## src/extirq_map.svh

```systemverilog
// register offsets, field positions and reset values of the extension registers
`ifndef EXTIRQ_MAP_SVH
`define EXTIRQ_MAP_SVH
`define EXT_ADDR_PAGE_HIGH   8'hA1
`define EXT_ADDR_BANK_SEL    8'hA2
`define EXT_ADDR_AUX_PORT    8'hA6
`define EXT_ADDR_IRQ_CTRL    8'hC0
`define EXT_RST_PAGE_HIGH    8'h00
`define EXT_RST_BANK_SEL     8'h70
`define EXT_RST_AUX_PORT     8'hFF
`define EXT_RST_IRQ_CTRL     8'h00
`define EXT_BANK_RSVD_READ   3'h7
`define EXT_BIT_A_EDGE       0
`define EXT_BIT_A_PEND       1
`define EXT_BIT_A_EN         2
`define EXT_BIT_A_PRIO       3
`define EXT_BIT_B_EDGE       4
`define EXT_BIT_B_PEND       5
`define EXT_BIT_B_EN         6
`define EXT_BIT_B_PRIO       7
`define EXT_BIT_BANK_MODE    7
`define EXT_VEC_A            8'h33
`define EXT_VEC_B            8'h3B
`define EXT_BITADDR_BASE     8'hC0
`endif

```

## src/extirq_pkg.sv

```systemverilog
// types shared by the extension register block
package extirq_pkg;
    typedef enum logic [1:0] {
        EXTIRQ_RUN   = 2'b00,
        EXTIRQ_IDLE  = 2'b01,
        EXTIRQ_PDOWN = 2'b10
    } extirq_pmode_e;
    typedef logic [7:0] extirq_byte_t;
endpackage : extirq_pkg

```

## src/extirq_chan.sv

```systemverilog
// one extra external interrupt channel: edge detect and pending flag
`timescale 1ns/1ns
module extirq_chan (
    input  wire logic I_SYS_CLK,
    input  wire logic I_RST,
    input  wire logic i_pin_n,
    input  wire logic i_edge_sel,
    input  wire logic i_wr_pend,
    input  wire logic i_wr_val,
    input  wire logic i_serviced,
    output logic      o_pending
);
    logic pin_prev;
    logic next_pin_prev;
    logic pend;
    logic next_pend;
    logic fall;

    // falling edge and pending flag; set wins over any clear
    always_comb begin
        fall          = pin_prev & ~i_pin_n;
        next_pin_prev = i_pin_n;
        next_pend     = pend;
        if (i_edge_sel) begin
            if (i_wr_pend)
                next_pend = i_wr_val;
            else if (i_serviced)
                next_pend = 1'b0;
            if (fall)
                next_pend = 1'b1;
        end else begin
            next_pend = ~i_pin_n;
        end
    end

    always_ff @(posedge I_SYS_CLK or posedge I_RST) begin
        if (I_RST) begin
            pin_prev <= 1'b1;
            pend     <= 1'b0;
        end else begin
            pin_prev <= next_pin_prev;
            pend     <= next_pend;
        end
    end

    assign o_pending = pend;
endmodule : extirq_chan

```

## src/extirq_pins.sv

```systemverilog
// upper bank pin selection between bank bits and chip selects
`timescale 1ns/1ns
module extirq_pins (
    input  wire logic       i_cs_mode,
    input  wire logic [3:0] i_bank_bits,
    input  wire logic       i_ext_data,
    input  wire logic [1:0] i_hi_bits,
    output logic      [3:0] o_pins
);
    // chip select low per 16K block, else bank bits during data moves
    always_comb begin
        if (i_cs_mode)
            o_pins = ~(4'h1 << i_hi_bits);
        else if (i_ext_data)
            o_pins = i_bank_bits;
        else
            o_pins = 4'h0;
    end
endmodule : extirq_pins

```

## src/extirq_top.sv

```systemverilog
// extension special function registers and two extra external interrupts
// Overview of operation
// - bit 7 sets high priority, input b
// - bit 3 sets high priority, input a
// - bits 6 and 2 enable inputs b, a
// - bits 4 and 0 pick falling edge
// - edge pending set by hardware, cleared on service
// - vectors 33H and 3BH, polled a before b
// - page-high drives high address on indirect moves
// - page-high has byte access only
// - bank bit 7 mode; bits 3:0 drive pins
// - port latch drives pins, resets all ones
// - only control register takes bit operations
// - idle: strobes high, data floats, address held
// - power-down: strobes low, data floats, address held
// - sleep bank pins zero or chip select
// - extra inputs behave like standard ones
// - chip select one low per 16K block
// - bank bits 6 to 4 read ones
`timescale 1ns/1ns
`include "extirq_map.svh"
module extirq_top
    import extirq_pkg::*;
(
    input  wire logic       I_SYS_CLK,
    input  wire logic       I_RST,
    input  wire logic [7:0] i_sfr_addr,
    input  wire logic [7:0] i_sfr_wdata,
    input  wire logic       i_sfr_wr,
    input  wire logic       i_sfr_rd,
    input  wire logic [7:0] i_bit_addr,
    input  wire logic       i_bit_wr,
    input  wire logic       i_bit_val,
    output logic      [7:0] o_sfr_rdata,
    output logic            o_sfr_hit,
    output logic            o_bit_rdata,
    input  wire logic       i_irq_a_pin_n,
    input  wire logic       i_irq_b_pin_n,
    input  wire logic       i_core_irq_active,
    input  wire logic       i_core_irq_high,
    input  wire logic       i_irq_ack,
    input  wire logic [7:0] i_ack_vector,
    output logic            o_irq_req,
    output logic      [7:0] o_irq_vector,
    output logic            o_irq_high,
    input  wire logic       i_indirect_move,
    input  wire logic       i_ext_data_move,
    input  wire logic [7:0] i_index_low,
    input  wire logic [15:0] i_core_addr,
    input  wire logic       i_core_strobe,
    input  wire logic       i_core_pse_n,
    input  wire logic       i_core_data_oe,
    input  wire logic [1:0] i_power_mode,
    output logic      [7:0] o_addr_low_port,
    output logic      [7:0] o_addr_high_port,
    output logic      [3:0] o_bank_select_pins,
    output logic      [7:0] o_aux_port,
    output logic            o_addr_latch_strobe,
    output logic            o_program_store_enable_n,
    output logic            o_data_bus_oe
);
    extirq_byte_t movx_page_high, next_movx_page_high;
    extirq_byte_t upper_bank_select, next_upper_bank_select;
    extirq_byte_t aux_port_latch, next_aux_port_latch;
    extirq_byte_t extra_irq_control, next_extra_irq_control;
    extirq_pmode_e pmode;
    logic [7:0] next_rdata, rdata;
    logic       pend_a, pend_b;
    logic       wr_pa, wr_pb, wval_a, wval_b;
    logic       svc_a, svc_b;
    logic       req_a, req_b, any_high;
    logic [15:0] eff_addr;

    // bit-address match into the control register only
    function automatic logic bit_hit(input logic [7:0] ba, input int unsigned pos);
        bit_hit = (ba == (`EXT_BITADDR_BASE + pos[7:0]));
    endfunction : bit_hit

    // bit address lands in the control register's bit range
    function automatic logic ctrl_bit_sel(input logic [7:0] ba);
        ctrl_bit_sel = (ba[7:3] == 5'(`EXT_BITADDR_BASE >> 3));
    endfunction : ctrl_bit_sel

    assign pmode = extirq_pmode_e'(i_power_mode);

    // byte writes to the four registers, bit writes to control only
    always_comb begin
        next_movx_page_high    = movx_page_high;
        next_upper_bank_select = upper_bank_select;
        next_aux_port_latch    = aux_port_latch;
        next_extra_irq_control = extra_irq_control;
        if (i_sfr_wr) begin
            case (i_sfr_addr)
                `EXT_ADDR_PAGE_HIGH: next_movx_page_high = i_sfr_wdata;
                `EXT_ADDR_BANK_SEL:  next_upper_bank_select = i_sfr_wdata;
                `EXT_ADDR_AUX_PORT:  next_aux_port_latch = i_sfr_wdata;
                `EXT_ADDR_IRQ_CTRL:  next_extra_irq_control = i_sfr_wdata;
                default: ;
            endcase
        end
        if (i_bit_wr && ctrl_bit_sel(i_bit_addr))
            next_extra_irq_control[i_bit_addr[2:0]] = i_bit_val;
        // pending bits are owned by the channels
        next_extra_irq_control[`EXT_BIT_A_PEND] = pend_a;
        next_extra_irq_control[`EXT_BIT_B_PEND] = pend_b;
    end

    always_ff @(posedge I_SYS_CLK or posedge I_RST) begin
        if (I_RST) begin
            movx_page_high    <= `EXT_RST_PAGE_HIGH;
            upper_bank_select <= `EXT_RST_BANK_SEL;
            aux_port_latch    <= `EXT_RST_AUX_PORT;
            extra_irq_control <= `EXT_RST_IRQ_CTRL;
        end else begin
            movx_page_high    <= next_movx_page_high;
            upper_bank_select <= next_upper_bank_select;
            aux_port_latch    <= next_aux_port_latch;
            extra_irq_control <= next_extra_irq_control;
        end
    end

    // software writes to the pending bits
    always_comb begin
        wr_pa  = (i_sfr_wr && i_sfr_addr == `EXT_ADDR_IRQ_CTRL)
               || (i_bit_wr && bit_hit(i_bit_addr, `EXT_BIT_A_PEND));
        wr_pb  = (i_sfr_wr && i_sfr_addr == `EXT_ADDR_IRQ_CTRL)
               || (i_bit_wr && bit_hit(i_bit_addr, `EXT_BIT_B_PEND));
        wval_a = i_bit_wr ? i_bit_val : i_sfr_wdata[`EXT_BIT_A_PEND];
        wval_b = i_bit_wr ? i_bit_val : i_sfr_wdata[`EXT_BIT_B_PEND];
        svc_a  = i_irq_ack && (i_ack_vector == `EXT_VEC_A);
        svc_b  = i_irq_ack && (i_ack_vector == `EXT_VEC_B);
    end

    extirq_chan u_chan_a (
        .I_SYS_CLK  (I_SYS_CLK),
        .I_RST      (I_RST),
        .i_pin_n    (i_irq_a_pin_n),
        .i_edge_sel (extra_irq_control[`EXT_BIT_A_EDGE]),
        .i_wr_pend  (wr_pa),
        .i_wr_val   (wval_a),
        .i_serviced (svc_a),
        .o_pending  (pend_a)
    );

    extirq_chan u_chan_b (
        .I_SYS_CLK  (I_SYS_CLK),
        .I_RST      (I_RST),
        .i_pin_n    (i_irq_b_pin_n),
        .i_edge_sel (extra_irq_control[`EXT_BIT_B_EDGE]),
        .i_wr_pend  (wr_pb),
        .i_wr_val   (wval_b),
        .i_serviced (svc_b),
        .o_pending  (pend_b)
    );

    // request arbitration: enable, priority level, then polling order
    always_comb begin
        req_a    = pend_a & extra_irq_control[`EXT_BIT_A_EN];
        req_b    = pend_b & extra_irq_control[`EXT_BIT_B_EN];
        any_high = (req_a & extra_irq_control[`EXT_BIT_A_PRIO])
                 | (req_b & extra_irq_control[`EXT_BIT_B_PRIO]);
        o_irq_req    = 1'b0;
        o_irq_vector = 8'h00;
        o_irq_high   = 1'b0;
        if (any_high && !(i_core_irq_active && i_core_irq_high)) begin
            o_irq_req  = 1'b1;
            o_irq_high = 1'b1;
            if (req_a && extra_irq_control[`EXT_BIT_A_PRIO])
                o_irq_vector = `EXT_VEC_A;
            else
                o_irq_vector = `EXT_VEC_B;
        end else if ((req_a || req_b) && !i_core_irq_active) begin
            o_irq_req    = 1'b1;
            o_irq_vector = req_a ? `EXT_VEC_A : `EXT_VEC_B;
        end
    end

    // register read data, registered for the core
    always_comb begin
        next_rdata = 8'h00;
        case (i_sfr_addr)
            `EXT_ADDR_PAGE_HIGH: next_rdata = movx_page_high;
            `EXT_ADDR_BANK_SEL:  next_rdata = {upper_bank_select[7], `EXT_BANK_RSVD_READ,
                                               upper_bank_select[3:0]};
            `EXT_ADDR_AUX_PORT:  next_rdata = aux_port_latch;
            `EXT_ADDR_IRQ_CTRL:  next_rdata = extra_irq_control;
            default:             next_rdata = 8'h00;
        endcase
    end

    always_ff @(posedge I_SYS_CLK or posedge I_RST) begin
        if (I_RST)
            rdata <= 8'h00;
        else if (i_sfr_rd)
            rdata <= next_rdata;
    end

    assign o_sfr_rdata = rdata;
    assign o_sfr_hit   = (i_sfr_addr == `EXT_ADDR_PAGE_HIGH) || (i_sfr_addr == `EXT_ADDR_BANK_SEL)
                      || (i_sfr_addr == `EXT_ADDR_AUX_PORT) || (i_sfr_addr == `EXT_ADDR_IRQ_CTRL);
    assign o_bit_rdata = ctrl_bit_sel(i_bit_addr)
                       ? extra_irq_control[i_bit_addr[2:0]] : 1'b0;

    // address ports: page-high replaces high byte on indirect moves
    always_comb begin
        eff_addr = i_indirect_move ? {movx_page_high, i_index_low} : i_core_addr;
    end

    assign o_addr_low_port  = eff_addr[7:0];
    assign o_addr_high_port = eff_addr[15:8];
    assign o_aux_port       = aux_port_latch;

    extirq_pins u_pins (
        .i_cs_mode   (upper_bank_select[`EXT_BIT_BANK_MODE]),
        .i_bank_bits (upper_bank_select[3:0]),
        .i_ext_data  (i_ext_data_move && (pmode == EXTIRQ_RUN)),
        .i_hi_bits   (eff_addr[15:14]),
        .o_pins      (o_bank_select_pins)
    );

    // strobes and data bus in idle and power-down
    always_comb begin
        case (pmode)
            EXTIRQ_IDLE: begin
                o_addr_latch_strobe      = 1'b1;
                o_program_store_enable_n = 1'b1;
                o_data_bus_oe            = 1'b0;
            end
            EXTIRQ_PDOWN: begin
                o_addr_latch_strobe      = 1'b0;
                o_program_store_enable_n = 1'b0;
                o_data_bus_oe            = 1'b0;
            end
            default: begin
                o_addr_latch_strobe      = i_core_strobe;
                o_program_store_enable_n = i_core_pse_n;
                o_data_bus_oe            = i_core_data_oe;
            end
        endcase
    end
endmodule : extirq_top

```

## config.mk

```make
export PLATFORM = sky130hd
export DESIGN_NAME = extirq_top
export DESIGN_NICKNAME = d
export VERILOG_FILES = /design/src/extirq_pkg.sv /design/src/extirq_chan.sv /design/src/extirq_pins.sv /design/src/extirq_top.sv
export VERILOG_INCLUDE_DIRS = /design/src
export SDC_FILE = /design/constraint.sdc
export NUM_CORES = 1
export LEC_CHECK = 0
export BUFFER_PORTS_ARGS = -buffer_cell sky130_fd_sc_hd__clkbuf_2
export CAP_MARGIN = 20
export CORE_UTILIZATION = 50
export DETAILED_ROUTE_END_ITERATION = 7
export GPL_ROUTABILITY_DRIVEN = 0
export PLACE_DENSITY = 0.86
export SYNTH_ARGS = -nofsm -noshare
export SYNTH_HDL_FRONTEND = slang
export SYNTH_SLANG_ARGS = --single-unit
```

## constraint.sdc

```tcl
create_clock -name I_SYS_CLK -period 3.05 [get_ports I_SYS_CLK]
set_input_delay 0.305 -clock I_SYS_CLK [delete_from_list [all_inputs] [get_ports I_SYS_CLK]]
set_output_delay 0.305 -clock I_SYS_CLK [all_outputs]
set_load 0.02 [all_outputs]
```

==> results.toml <==
[synth]
synth_compound_area_frac = 0.111
synth_top_area_cell = "dfrtp_1"
synth_xor_area_frac = 0
synth_area_sq_mm = 0.00254
synth_edf_count = 0
synthArstFlopShare = 1.00
synth_warnings = 0
yosysSeqAreaShare = 0.409
syn_inst = 236
synth_top_family_by_area = "multiplexers"
muxShareOfSynthArea = 0.269
synth.distinct_cells = 47
synth_seq_cells = 41
synth_top_area_share = 0.305
yosys.area_share.simple = 0.131
synth.area.top_cells = "dfrtp_1, mux2_2, dfstp_2"
ys.flop_type = "dfrtp_1"
syn_area_per_cell_sq_um = 10.8
synth_fa_ha_area_frac = 0.00985

[critical_path]
critPathMaxStageDelay_ns = 0.57
critPathMaxFanout = 14
crit_path_cell_trace = "clkbuf_2 > or3b_1 > nor3_2 > nand2_1 > mux2_2"
r2r-start = "upper_bank_select[7]$_DFFE_PP0P_"
end_kind = "flip-flop"
crit_slowest_cell = "or3b_1"
path_class = "input pin to flip-flop"
crit_required_ns = 3.23
critPathLaunchType = "input pin"
timing.rr.end = "o_sfr_rdata[7]$_DFFE_PP0P_"
crit_arrival_ns = 2.27
endpoint = "movx_page_high[3]$_DFFE_PP0P_"
crit_path_start = "i_sfr_addr[3]"
r2r.worst_path.cells = 4
r2r_slack_ns = 1.77

[route]
ant_nets = 0
vias_per_cell = 5.62
via_count = 2350
drtPass1Iterations = 5
drc = 0
wl_per_cell_um = 16.1
drtIter0Drc = 190
wl_um = 6720

[pwr]
power.switching_uw = 353
switching_share = 0.282
power_frac_clock = 0.311
pwr-share-seq = 0.484
vdd_ir_drop_max_uv = 494
comb_power_share = 0.205
power.density_mw_per_mm2 = 385
internal_power_uw = 899
leakage_nw = 1.65

[sta]
max_freq_ghz = 0.477
rsz0062_at_grt = "no"
hold_ws_ns = 0.0946
fin_tns_setup_ns = 0
tightest_slew_ns = 0.969
finalClockSkew_ns = 0.00278
maxSlewHeadroom = 0.353
setup_viol = 0
fin_crit_ns = 2.10
hold_viol_final = 0
post-route-period-util = 0.688
drv_slew = 0

[job]
cap_violations = 0

[floorplanning]
start_util = 0.527
row_count = 25
die_y_um = 73.3
design.core.area_sq_mm = 0.00482
die_area_sq_mm = 0.00537
die-width_um = 73.3
ios = 125

[run_status]
outcome = "completed"

[finish]
diodes = 0
final_util = 0.674
final_nets = 426
area_growth_pct = 27.8
drive_gt1_frac = 0.558
fin_area_sq_mm = 0.00325

[global_route]
grtUsageTotal = 0.267
grt_max_degree = 26
grt_pass1_vias = 2143
grt_overflow = 0
grt_pass1_wl_um = 10600
antenna_found_initial = 0

[clock_network]
clk_latency_ns = 0.29
numCtsBuffers = 5
cts_resized = 0
clock_sinks = 41
cts_tree = "done"
cts-root-buf = "clkbuf_8"
hold_buffers = 0
cts_buffer_depth = 2
clk_pin_slew_ns = 0.08
post-cts-setup-buffer-count = 0
ctsHtreeMaxLevel = 2

[placed_design]
dp_hpwl_um = 5190
portBuffers = 121
dpl_cell_area_sq_mm = 0.00315

[hold_path]
hold_path_class = "input pin to flip-flop"
-- worst min-delay path by stage --
stage | start | end | slack, ns | cells after the start
6_report | i_irq_a_pin_n | u_chan_a.pin_prev$_DFF_PP1_ | 0.09 | 1
5_1_grt | i_irq_a_pin_n | u_chan_a.pin_prev$_DFF_PP1_ | 0.08 | 1
4_1_cts | i_irq_a_pin_n | u_chan_a.pin_prev$_DFF_PP1_ | 0.09 | 1
3_5_place_dp | i_irq_a_pin_n | u_chan_a.pin_prev$_DFF_PP1_ | 0.41 | 1
3_3_place_gp | i_irq_a_pin_n | u_chan_a.pin_prev$_DFF_PP1_ | 0.41 | 1
2_1_floorplan | i_irq_a_pin_n | u_chan_a.pin_prev$_DFF_PP1_ | 0.31 | 0
-- routing by layer --
metal / routed length, um / vias to the layer above / share of wire / GRT usage
met1: 2720 / 1129 / 0.40 / 0.346
met2: 3340 / 104 / 0.50 / 0.435
met4: 218 / 0 / 0.032 / 0.115
li1: - / 1097 / - / -
met5: 0 / - / 0 / 0
met3: 447 / 20 / 0.067 / 0.0508
-- sequential cells by signal, summed over array words and instances (netlist names) --
register	cells
movx_page_high	8
extra_irq_control	8
o_sfr_rdata	8
u_chan_a.pin_prev	1
upper_bank_select	5
u_chan_b.o_pending	1
u_chan_a.o_pending	1
o_aux_port	8
u_chan_b.pin_prev	1
-- worst max-delay path: cells and delay by family --
| family | cells | cell delay [ns] |
|---|---|---|
| mux | 1 | 0.38 |
| buf+inv | 1 | 0.08 |
| simple gates | 3 | 1.50 |
-- final cells by class --
type | instances | area (sq um)
clock inverters | 1 | 5.00
fillers | 398 | 1570
repair buffers | 122 | 613
multi-input cells | 160 | 1340
inverters | 20 | 75.1
flip-flops and latches | 41 | 1040
well taps | 67 | 83.8
clock buffers | 7 | 96.3
-- Yosys cell counts, types with 2 or more instances --
cell type / number
nor3_1: 11
or2_2: 3
buf_4: 7
mux2_4: 5
a21oi_1: 4
a31oi_1: 8
nor2b_1: 6
dfstp_2: 10
nand4bb_1: 2
a211o_1: 2
mux2_2: 43
o22ai_1: 8
ha_1: 2
mux2i_1: 8
a221oi_1: 8
or3_1: 2
nand2_1: 5
dfrtp_1: 31
nand2b_1: 2
buf_1: 2
nand4_1: 2
inv_1: 20
nand3_1: 5
or4_1: 2
nor2_1: 7
mux4_2: 2
clkbuf_1: 6
o21ai_0: 4
-- logic make-up after synthesis --
kind of cell,Yosys count
compound gates,41
flops,41
fa+ha+maj,2
buf+inv,37
simple gates,56
mux,58
other cells,1
-- power groups by stage --
stage / sequential (mW) / combinational, mW / clock [mW]
2_1_floorplan: 0.608 / 0.161 / 0
3_3_place_gp: 0.613 / 0.250 / 0
3_5_place_dp: 0.614 / 0.256 / 0
4_1_cts: 0.604 / 0.258 / 0.394
5_1_grt: 0.608 / 0.279 / 0.424
6_report: 0.605 / 0.257 / 0.389
-- layout by cell type, fill, tap and decap left out, types with 2 or more instances in the layout --
master     count
mux2i_1        8
nand2b_1       2
ha_1           2
clkbuf_2     121
o22ai_1        8
mux2_4         5
conb_1         3
a21oi_1        4
nand4bb_1      2
a221oi_1       8
a211o_1        2
nand3_1        5
inv_1         20
nand4_1        2
nor3_1        11
clkbuf_8       7
mux4_2         2
nor2b_1        6
dfstp_2       10
a31oi_1        8
or2_2          3
mux2_2        43
o21ai_0        4
dfrtp_1       31
nor2_1         7
or3_1          2
nand2_1        5
or4_1          2
-- stage by stage --
stage	total power [mW]	std cells	setup slack, ns
final	1.25	418	0.953
after global routing	1.31	418	0.849
after CTS	1.26	418	0.972
after detailed placement	0.870	410	0.678
after global placement	0.862	410	0.701
after floorplan	0.769	238	0.938
No activity file was read; power rests on OpenSTA's default activity.
